--- src/rtl/sbs_tap_regs.vh ---
/*
 * constants of the boundary-scan test access port: state codes,
 * instruction codes, register widths and reset values.
 * assumes inclusion by bare name from the rtl folder.
 */
`ifndef SBS_TAP_REGS_VH
`define SBS_TAP_REGS_VH

`define SBS_IR_W 3
`define SBS_ID_W 32
`define SBS_BSR_W 16
`define SBS_PIN_W 12

`define SBS_INS_EXTEST 3'h0
`define SBS_INS_IDREAD 3'h1
`define SBS_INS_SAMPZ 3'h2
`define SBS_INS_SAMPLE 3'h4
`define SBS_INS_BYPASS 3'h7

`define SBS_IR_CAPTURE 3'h1
`define SBS_ID_VALUE 32'h5A5A_A001
`define SBS_TMS_RESET_EDGES 3'h5

`define SBS_ST_RESET 4'hF
`define SBS_ST_IDLE 4'hC
`define SBS_ST_SELDR 4'h7
`define SBS_ST_CAPDR 4'h6
`define SBS_ST_SHDR 4'h2
`define SBS_ST_EX1DR 4'h1
`define SBS_ST_PAUDR 4'h3
`define SBS_ST_EX2DR 4'h0
`define SBS_ST_UPDR 4'h5
`define SBS_ST_SELIR 4'h4
`define SBS_ST_CAPIR 4'hE
`define SBS_ST_SHIR 4'hA
`define SBS_ST_EX1IR 4'h9
`define SBS_ST_PAUIR 4'hB
`define SBS_ST_EX2IR 4'h8
`define SBS_ST_UPIR 4'hD

`endif

--- src/rtl/sbs_tap.v ---
/*
 * boundary-scan test access port: tap state machine, instruction,
 * bypass, boundary and identification registers, serial output.
 * assumes tck, tms and tdi arrive from pins asynchronous to clock,
 * with pull-ups modelled by the *Driven inputs; pin ring is sampled.
 */
`timescale 1ns/1ps
`include "sbs_tap_regs.vh"

// Overview of operation
// - sample on tck rise, launch on fall
// - undriven tms acts as logic one
// - undriven tdi shifts in logic one
// - tdo driven only in shift states
// - five tms-high edges reach reset state
// - reset state entered at power-up
// - no tck toggling leaves port inactive
// - one register between tdi and tdo
// - three-bit instruction, loaded only when selected
// - instruction acts after update, idle or dr
// - reset presets identification-read instruction
// - bypass is a single flip-flop
// - boundary captures pins, spare cells one
// - boundary captures then shifts in dr
// - boundary selected by extest, sample, sample-z
// - identification captures 32-bit constant
// - identification shifts out bit 0 first
// - capture instruction loads 01 into low bits
// - instruction codes per standard encoding table
// - sample-z forces memory outputs high impedance
module sbs_tap (
	// clock and reset
	input wire clock,
	input wire rst,
	// test pins
	input wire tck,
	input wire tms,
	input wire tmsDriven,
	input wire tdi,
	input wire tdiDriven,
	output reg tdo,
	output reg tdoOe_n,
	// pin ring and memory output control
	input wire [`SBS_PIN_W-1:0] pinRing,
	output reg memOutHiZ,
	output reg [`SBS_BSR_W-1:0] bsrParallel,
	output reg extestDrive,
	// observed state
	output wire [3:0] tapState
);
	reg [2:0] tckSync_q;
	reg tmsA_q, tmsB_q, tdiA_q, tdiB_q;
	reg [3:0] state_q, state_d;
	reg [`SBS_IR_W-1:0] irShift_q, ir_q;
	reg bypass_q;
	reg [`SBS_BSR_W-1:0] bsr_q;
	reg [`SBS_ID_W-1:0] id_q;
	reg serialBit;
	wire tckRise, tckFall, tmsIn, tdiIn, shDr, shIr, bsrSel, idSel, bypSel;
	wire [`SBS_BSR_W-1:0] bsrCapture;
	reg [`SBS_PIN_W-1:0] pinA_q, pinB_q;

	// tap state codes
	localparam [3:0] ST_RESET = `SBS_ST_RESET;
	localparam [3:0] ST_IDLE = `SBS_ST_IDLE;
	localparam [3:0] ST_SELDR = `SBS_ST_SELDR;
	localparam [3:0] ST_CAPDR = `SBS_ST_CAPDR;
	localparam [3:0] ST_SHDR = `SBS_ST_SHDR;
	localparam [3:0] ST_EX1DR = `SBS_ST_EX1DR;
	localparam [3:0] ST_PAUDR = `SBS_ST_PAUDR;
	localparam [3:0] ST_EX2DR = `SBS_ST_EX2DR;
	localparam [3:0] ST_UPDR = `SBS_ST_UPDR;
	localparam [3:0] ST_SELIR = `SBS_ST_SELIR;
	localparam [3:0] ST_CAPIR = `SBS_ST_CAPIR;
	localparam [3:0] ST_SHIR = `SBS_ST_SHIR;
	localparam [3:0] ST_EX1IR = `SBS_ST_EX1IR;
	localparam [3:0] ST_PAUIR = `SBS_ST_PAUIR;
	localparam [3:0] ST_EX2IR = `SBS_ST_EX2IR;
	localparam [3:0] ST_UPIR = `SBS_ST_UPIR;

	// pin synchronisers; first stage read only by second
	always @(posedge clock or posedge rst) begin
		if (rst) begin
			tckSync_q <= 3'h0;
			tmsA_q <= 1'b1;
			tmsB_q <= 1'b1;
			tdiA_q <= 1'b1;
			tdiB_q <= 1'b1;
			pinA_q <= {`SBS_PIN_W{1'b0}};
			pinB_q <= {`SBS_PIN_W{1'b0}};
		end else begin
			tckSync_q <= {tckSync_q[1:0], tck};
			tmsA_q <= tms | ~tmsDriven;
			tmsB_q <= tmsA_q;
			tdiA_q <= tdi | ~tdiDriven;
			tdiB_q <= tdiA_q;
			pinA_q <= pinRing;
			pinB_q <= pinA_q;
		end
	end

	assign tckRise = tckSync_q[1] & ~tckSync_q[2];
	assign tckFall = ~tckSync_q[1] & tckSync_q[2];
	assign tmsIn = tmsB_q;
	assign tdiIn = tdiB_q;
	assign tapState = state_q;
	assign shDr = (state_q == `SBS_ST_SHDR);
	assign shIr = (state_q == `SBS_ST_SHIR);
	assign bsrSel = (ir_q == `SBS_INS_EXTEST) || (ir_q == `SBS_INS_SAMPLE) || (ir_q == `SBS_INS_SAMPZ);
	assign idSel = (ir_q == `SBS_INS_IDREAD);
	assign bypSel = ~bsrSel & ~idSel;

	// pin cells low, spare cells tied to one
	assign bsrCapture = {{(`SBS_BSR_W-`SBS_PIN_W){1'b1}}, pinB_q};

	// next state from tms sampled on tck rise
	always @* begin
		state_d = state_q;
		case (state_q)
			ST_RESET: begin
				if (tmsIn) begin
					state_d = ST_RESET;
				end else begin
					state_d = ST_IDLE;
				end
			end
			ST_IDLE: begin
				if (tmsIn) begin
					state_d = ST_SELDR;
				end else begin
					state_d = ST_IDLE;
				end
			end
			ST_SELDR: begin
				if (tmsIn) begin
					state_d = ST_SELIR;
				end else begin
					state_d = ST_CAPDR;
				end
			end
			ST_CAPDR: begin
				if (tmsIn) begin
					state_d = ST_EX1DR;
				end else begin
					state_d = ST_SHDR;
				end
			end
			ST_SHDR: begin
				if (tmsIn) begin
					state_d = ST_EX1DR;
				end else begin
					state_d = ST_SHDR;
				end
			end
			ST_EX1DR: begin
				if (tmsIn) begin
					state_d = ST_UPDR;
				end else begin
					state_d = ST_PAUDR;
				end
			end
			ST_PAUDR: begin
				if (tmsIn) begin
					state_d = ST_EX2DR;
				end else begin
					state_d = ST_PAUDR;
				end
			end
			ST_EX2DR: begin
				if (tmsIn) begin
					state_d = ST_UPDR;
				end else begin
					state_d = ST_SHDR;
				end
			end
			ST_UPDR: begin
				if (tmsIn) begin
					state_d = ST_SELDR;
				end else begin
					state_d = ST_IDLE;
				end
			end
			ST_SELIR: begin
				if (tmsIn) begin
					state_d = ST_RESET;
				end else begin
					state_d = ST_CAPIR;
				end
			end
			ST_CAPIR: begin
				if (tmsIn) begin
					state_d = ST_EX1IR;
				end else begin
					state_d = ST_SHIR;
				end
			end
			ST_SHIR: begin
				if (tmsIn) begin
					state_d = ST_EX1IR;
				end else begin
					state_d = ST_SHIR;
				end
			end
			ST_EX1IR: begin
				if (tmsIn) begin
					state_d = ST_UPIR;
				end else begin
					state_d = ST_PAUIR;
				end
			end
			ST_PAUIR: begin
				if (tmsIn) begin
					state_d = ST_EX2IR;
				end else begin
					state_d = ST_PAUIR;
				end
			end
			ST_EX2IR: begin
				if (tmsIn) begin
					state_d = ST_UPIR;
				end else begin
					state_d = ST_SHIR;
				end
			end
			ST_UPIR: begin
				if (tmsIn) begin
					state_d = ST_SELDR;
				end else begin
					state_d = ST_IDLE;
				end
			end
			default: state_d = ST_RESET;
		endcase
	end

	// rising-edge work: state, capture and shift
	always @(posedge clock or posedge rst) begin
		if (rst) begin
			state_q <= `SBS_ST_RESET;
			irShift_q <= `SBS_INS_IDREAD;
			ir_q <= `SBS_INS_IDREAD;
			bypass_q <= 1'b0;
			bsr_q <= {`SBS_BSR_W{1'b1}};
			id_q <= `SBS_ID_VALUE;
		end else if (tckRise) begin
			state_q <= state_d;
			if (state_q == `SBS_ST_RESET) begin
				ir_q <= `SBS_INS_IDREAD;
			end else if (state_q == `SBS_ST_UPIR) begin
				ir_q <= irShift_q;
			end
			if (state_q == `SBS_ST_CAPIR) begin
				irShift_q <= {irShift_q[`SBS_IR_W-1:2], 2'b01};
			end else if (shIr) begin
				irShift_q <= {tdiIn, irShift_q[`SBS_IR_W-1:1]};
			end
			if (state_q == `SBS_ST_CAPDR) begin
				bypass_q <= 1'b0;
				if (bsrSel) begin
					bsr_q <= bsrCapture;
				end
				if (idSel) begin
					id_q <= `SBS_ID_VALUE;
				end
			end else if (shDr) begin
				if (bypSel) begin
					bypass_q <= tdiIn;
				end
				if (bsrSel) begin
					bsr_q <= {tdiIn, bsr_q[`SBS_BSR_W-1:1]};
				end
				if (idSel) begin
					id_q <= {tdiIn, id_q[`SBS_ID_W-1:1]};
				end
			end
		end
	end

	// selected register's serial bit
	always @* begin
		if (shIr) begin
			serialBit = irShift_q[0];
		end else if (bsrSel) begin
			serialBit = bsr_q[0];
		end else if (idSel) begin
			serialBit = id_q[0];
		end else begin
			serialBit = bypass_q;
		end
	end

	// falling-edge launch of serial output and memory controls
	always @(posedge clock or posedge rst) begin
		if (rst) begin
			tdo <= 1'b1;
			tdoOe_n <= 1'b1;
			memOutHiZ <= 1'b0;
			extestDrive <= 1'b0;
			bsrParallel <= {`SBS_BSR_W{1'b1}};
		end else if (tckFall) begin
			tdo <= serialBit;
			tdoOe_n <= ~(shDr | shIr);
			memOutHiZ <= (ir_q == `SBS_INS_SAMPZ);
			extestDrive <= (ir_q == `SBS_INS_EXTEST);
			if (state_q == `SBS_ST_UPDR) begin
				bsrParallel <= bsr_q;
			end
		end
	end
endmodule

--- config.mk ---
export PLATFORM = sky130hd
export DESIGN_NAME = sbs_tap
export DESIGN_NICKNAME = d
export VERILOG_FILES = /design/src/rtl/sbs_tap.v
export VERILOG_INCLUDE_DIRS = /design/src /design/src/rtl
export SDC_FILE = /design/constraint.sdc
export NUM_CORES = 1
export LEC_CHECK = 0
export BUFFER_PORTS_ARGS = -buffer_cell sky130_fd_sc_hd__buf_4
export CAP_MARGIN = 10
export CELL_PAD_IN_SITES_DETAIL_PLACEMENT = 2
export CELL_PAD_IN_SITES_GLOBAL_PLACEMENT = 2
export CORE_AREA = 5 5 142 130
export CTS_CLUSTER_DIAMETER = 50
export DETAILED_ROUTE_END_ITERATION = 16
export DIE_AREA = 0 0 147 135
export PLACE_DENSITY = 0.68
export SYNTH_ARGS = -nofsm -noshare
export SYNTH_HDL_FRONTEND = slang
export SYNTH_SLANG_ARGS = --single-unit
--- constraint.sdc ---
create_clock -name clock -period 4.91 [get_ports clock]
set_clock_uncertainty 0.1 [all_clocks]
set_input_delay 1.473 -clock clock [delete_from_list [all_inputs] [get_ports clock]]
set_output_delay 1.473 -clock clock [all_outputs]
set_load 0.02 [all_outputs]
Word level (Yosys, flattened, before mapping)
Cells that the tools add are included.
{"block": "op_classes", "eq_ne": 18, "n_mux": 31, "bitwise": 14, "n_reduce_logical": 18}
{"cell": "$mux 32", "count": 4}
{"cell": "$mux 16", "count": 4}
{"cell": "$pmux 4 s12", "count": 1}
{"cell": "$eq 4x4->1 const B", "count": 8}
{"cell": "$mux 3", "count": 6}
{"cell": "$eq 4x3->1 const B", "count": 4}
{"cell": "$mux 2", "count": 8}
{"cell": "$reduce_and 3->1", "count": 4}
{"cell": "$eq 4x2->1 const B", "count": 2}
{"cell": "$not 1->1", "count": 8}
{"cell": "$reduce_bool 2->1", "count": 4}
{"cell": "$mux 1", "count": 7}
{"cell": "$reduce_and 2->1", "count": 3}
{"cell": "$eq 4x1->1 const B", "count": 1}
{"cell": "$logic_not 4->1", "count": 1}
{"cell": "$mux 4", "count": 1}
{"cell": "$reduce_or 2->1", "count": 2}
{"cell": "$and 1x1->1", "count": 3}
{"cell": "$eq 3x1->1 const B", "count": 1}
{"cell": "$eq 3x2->1 const B", "count": 1}
{"cell": "$eq 3x3->1 const B", "count": 1}
{"cell": "$logic_not 3->1", "count": 1}
{"cell": "$or 1x1->1", "count": 3}
{"cell": "$reduce_or 3->1", "count": 1}
{"cell": "$logic_or 1x1->1", "count": 2}
{"block": "totals", "regBits": 110, "input_bits": 19, "output_inout_bits": 24, "wordCells": 100}

Logic depth before layout (Yosys ltp)
{"block": "depth", "word_depth": 8, "depth_mapped": 7, "depth_no_buf": 4}

Worst setup path after synthesis
OpenSTA, ideal clock, no wires.
{"block": "synth_path", "path_type": "flip-flop to output port", "startpoint": "register state_q[1], in the netlist tapState[1]", "endpoint": "output tapState[1]", "t_arrival_ns": 0.601, "required_time_ns": 3.337, "setup_slack_ns": 2.736, "path_stages_with_launch": 1, "path_buffers": 0, "cell_sequence": "dfstp_2"}
{"item": "start: declaration", "line_no": "sbs_tap.v:53", "rtl": "reg [3:0] state_q, state_d;"}
{"item": "start signal: assignment", "line_no": "sbs_tap.v:239", "rtl": "state_q <= `SBS_ST_RESET;"}
{"item": "start signal: assignment", "line_no": "sbs_tap.v:246", "rtl": "state_q <= state_d;"}
{"item": "end: declaration", "line_no": "sbs_tap.v:49", "rtl": "output wire [3:0] tapState"}
No word-level cell between the ends.

Worst setup path after layout
{"block": "layout_path", "startpoint": "register state_q[1], in the netlist tapState[1]", "endpoint": "output tapState[1]"}
No word-level cell between the ends.

==> results <==
- The detailed-router iteration count before antenna repair is 4.
- VDD sags by at most roughly 0.16 mV.
- The post-placement cell count is 609.
- Of the total power, the share spent switching nets is 32.5%.
- For this block, wires on met1 add up to 4290 um.
- The number of buffers inserted to repair setup after CTS is 0.
- The critical path data arrival time is approximately 1.3 ns.
- Walking the worst path, the cells encountered are buf_4.
- After synthesis, the share of flip-flops with an asynchronous set or reset is 100%.
- Relative to the synthesized area, the layout overhead comes to 18.9%.
- The number of antenna violations at the first check in global routing is 0.
- The count of max-cap constraint violations is 0.
- When the netlist entered floorplanning its net count stood at 395.
- The synthesized design contains 0 enable-type register cells.
- Setup repair after global routing left no endpoint under its margin.
- After layout, the worst path uses 57.8% of the clock period.
- Counting I/O delays and the setup requirement, the final critical path takes 2.84 ns.
- The clock net in this run drives a total of 110 sinks.
- The total area inside the core boundary comes to about 17000 um2.
- The average wire length per cell after detail routing is 15.3 um.
- The delay of the slowest critical-path stage is 0.71 ns.
- The routed wire length is roughly 9600 um.
- The run finished with clean final reports.
- A synthesized cell averages about 11 um2.
- Summing all multi-input logic gate instances after layout gives between 1000 and 1500 um2.
- The detailed-routed wire length on met2 is 4840 um.
- The share of total power dissipated in combinational logic is around 25%.
- Setup violations remaining at the end of the flow were counted as 0.
- The number of max-slew violations in the final report is 0.
- The clock transition at the registers of the reported paths is 0.07 ns.
- For this configuration, the core starts out at a cell density of 25.6%.
- Across all hold checks on the routed design, the worst slack comes to 0.248 ns.
- In the detailed route, the total length drawn on met3 is between 300 and 400 um.
- The number of stages on the worst hold path is 0.
- After layout, the worst setup slack is 2.07 ns.
- The leakage power of the design is around 2.1 nW.
- The startpoint of the most critical setup path is tapState[1]$_DFFE_PP1P_.
- The clock network latency to the later pin of the worst-skew pair is between 0.3 and 0.4 ns.
- In this run the number of cells on the critical path is 1.
- OpenSTA, run right after detailed placement, puts the worst setup slack at 2.19 ns.
- The number of cells traversed by the worst register-to-register path is 4.
- The transition at the pin with the smallest max-transition slack is about 0.9 ns.
- During synthesis, Yosys emitted a total of 0 warnings.
- From bottom edge to top edge, the die measures 135 um.
- In this run the deepest clock path goes through 2 buffers.
- Of the total synthesized cell area, the portion taken by full adders, half adders and majority gates is 0.234%.
- The number of buffers and inverters on the critical path is 1.
- The first global-routing pass estimated between 15000 and 20000 um of wire.
- The congestion estimate from routability-driven global placement came to approximately 0.7.
- After the last flow step, the layout net total stands at 428.
- The count of buffers added on input and output ports is 42.
- In this run, synthesis produced a sequential element count of 110.
- The most used flip-flop cell after synthesis is sky130_fd_sc_hd__dfstp_2.
- The clock tree from TritonCTS is done.
- Power spread over the standard cell area amounts to approximately 560 nW/um2.
- In this run, distinct cell masters in the synthesized netlist total 36.
- The quantity of gates resized following cts is 0.
- The share of synthesized area occupied by flip-flops and latches is 65.8%.
- The highest-delay cell along the critical path is sky130_fd_sc_hd__dfstp_2.
- The worst hold path startpoint is pinA_q[2]$_DFF_PP0_.
- The worst setup path is captured at a primary output.
- The wire-length estimate of the detail-placed layout is just over 6000 um.
- The die outline width is ~150 um.
- The net switching power is between 0.9 and 1 mW.
- In the final layout, the share of cells above drive strength 1 is 33.3%.
- STA classifies the critical path startpoint as a flop.
- The synthesized netlist devotes 0% of its cell area to XOR and XNOR gates.
- The total overflow left after global routing is 0.
- Broken down by cell family, the worst path's largest delay share belongs to flip-flops.
- The final-layout setup total negative slack is 0 ns.
- The maximum fanout along the worst path is 17.
- In the routed layout, each cell is associated on average with a via count of roughly 4.4.
- Data on the critical path is required at its endpoint by 3.34 ns.
- The simple-gate area share of the yosys netlist is approximately 13%.
- The final number of hold-violating endpoints is 0.
- The cell at the root of the clock tree is sky130_fd_sc_hd__clkbuf_16.
- Internal power comes to just under 2 mW.
- In this run, post-CTS hold repair placed 0 buffers.
- Summing all flip-flop and latch instances after layout gives about 2800 um2.
- In this run the critical register-to-register path is launched from tapState[0]$_DFFE_PP1P_.
- Registers are responsible for 48.8% of the overall power.
- For this run, design rule violations remaining after detail routing come to 0.
- The cell area that synthesis handed to floorplanning was between 4000 and 5000 um2.
- 43 I/O pins were placed.
- The number of inserted filler cells in the final layout is 1764.
- The portion of synthesized area spent on multiplexers is ~8.1%.
- The min-delay analysis places its worst path in the category reg -> reg.
- The via count of the first global-routing pass is 3113.
- The synthesized netlist devotes 9.37% of its cell area to compound gates.
- Derived from the worst setup path, the maximum achievable clock frequency is 0.353 GHz.
- For this block, the via count after detailed routing is approximately 2.8k.
- The total clock buffers created by CTS is 9.
- The overall global routing resource usage is a little over 10%.
- The remaining max-slew budget at the tightest pin is 41.5%.
- The uppermost layer routed is met4.
- After synthesis, the largest family of logic cells by area is simple AND/OR/NAND/NOR gates.
- The category of the critical setup timing path is reg -> out.
- The antenna violation net count after detailed routing is 0.
- The floorplan step defined a die boundary enclosing 19800 um2.
- After floorplanning, the core was divided into 45 placement rows.
- The maximum number of pins on one net before global-route repair is 66.
- After the first detailed-routing iteration, the DRC count stood at between 100 and 150.
- The number of standard cells in the layout, taps in and fillers out is between 600 and 700.
- The count of mapped cells out of synthesis is roughly 380.
- The part of the power in the clock network is a little over a quarter.
- The number of levels the H-tree was split into is 3.
- 0 antenna diodes ended up in the layout.
==> path summary, 6_finish.rpt <==
path / slack (ns) / endpoint
worst max-delay path: 2.07 / tapState[1]
worst min-delay path: 0.25 / pinB_q[2]$_DFF_PP0_
worst max register to register: 2.79 / id_q[31]$_DFFE_PP0P_
worst min register to register: 0.25 / pinB_q[2]$_DFF_PP0_
max in group asynchronous: 2.62 / id_q[15]$_DFFE_PP1P_
min in group asynchronous: 1.17 / pinB_q[3]$_DFF_PP0_
==> flip-flops by register name, indices dropped and copies added (netlist names), 3 cells and up <==
name,count
pinB_q,12
id_q,32
bsr_q,16
ir_q,3
irShift_q,3
tckSync_q,3
bsrParallel,16
pinA_q,12
tapState,4
==> power groups by stage <==
stage | Combinational, mW | Clock, mW | Sequential (mW)
final | 0.723 | 0.749 | 1.40
after global placement | 0.709 | 0 | 1.40
after global routing | 0.807 | 0.821 | 1.44
after detailed placement | 0.741 | 0 | 1.42
after floorplan | 0.432 | 0 | 1.43
after CTS | 0.747 | 0.787 | 1.41
==> metal layers <==
layer  vias up  track usage, %
met5         -               0
met4         0            2.48
met3         5            3.62
met2        30            17.8
met1      1412            12.4
li1       1322               -
==> cell usage after synthesis (2+ instances only) <==
library cell | count | share of area, %
sky130_fd_sc_hd__a21oi_1 | 6 | 0.70
sky130_fd_sc_hd__buf_4 | 2 | 0.35
sky130_fd_sc_hd__buf_6 | 2 | 0.53
sky130_fd_sc_hd__clkbuf_1 | 18 | 1.6
sky130_fd_sc_hd__dfrtp_1 | 55 | 32
sky130_fd_sc_hd__dfstp_2 | 55 | 34
sky130_fd_sc_hd__inv_1 | 6 | 0.53
sky130_fd_sc_hd__mux2_2 | 7 | 1.8
sky130_fd_sc_hd__mux2_4 | 10 | 3.5
sky130_fd_sc_hd__mux2i_1 | 12 | 2.8
sky130_fd_sc_hd__nand2_1 | 84 | 7.4
sky130_fd_sc_hd__nand2b_1 | 4 | 0.58
sky130_fd_sc_hd__nand3_1 | 5 | 0.58
sky130_fd_sc_hd__nand4_1 | 2 | 0.29
sky130_fd_sc_hd__nor2_1 | 22 | 1.9
sky130_fd_sc_hd__nor3_1 | 2 | 0.23
sky130_fd_sc_hd__nor3b_1 | 2 | 0.35
sky130_fd_sc_hd__o211ai_1 | 2 | 0.35
sky130_fd_sc_hd__o21ai_0 | 63 | 7.4
==> final cells by class <==
class / count / share of cell area, %
Inverter: 6 / 0.491
Clock inverter: 7 / 1.60
Timing Repair Buffer: 47 / 6.92
Tap cell: 211 / 5.18
Clock buffer: 9 / 4.42
Sequential cell: 110 / 55.4
Multi-Input combinational cell: 235 / 26.0
==> per-stage QoR <==
stage / instance area (um2) / util (%) / power (mW)
final: 5100 / 30.5 / 2.87
after global routing: 5100 / 30.5 / 3.07
after CTS: 5100 / 30.5 / 2.94
after detailed placement: 4790 / 28.6 / 2.17
after global placement: 4790 / 28.6 / 2.11
after floorplan: 4290 / - / 1.86
==> layout by cell type, fill, tap and decap left out, drive strengths merged, types with 2 or more instances in the layout <==
cell type and instances:
nand2b 4, mux2 17, buf 47, nor3b 2, inv 8, nand4 2
clkinv 4, nor2 22, a21oi 6, nand2 84, o211ai 2, dfrtp 55
clkbuf 9, nand3 5, o21ai 63, nor3 2, mux2i 12, dfstp 55
==> cell families after synthesis <==
group	after synthesis
compound gates	76
fa+ha+maj	1
buf+inv	31
flops	110
mux	29
simple gates	129
Note: power is estimated with default switching activity, not from simulation.
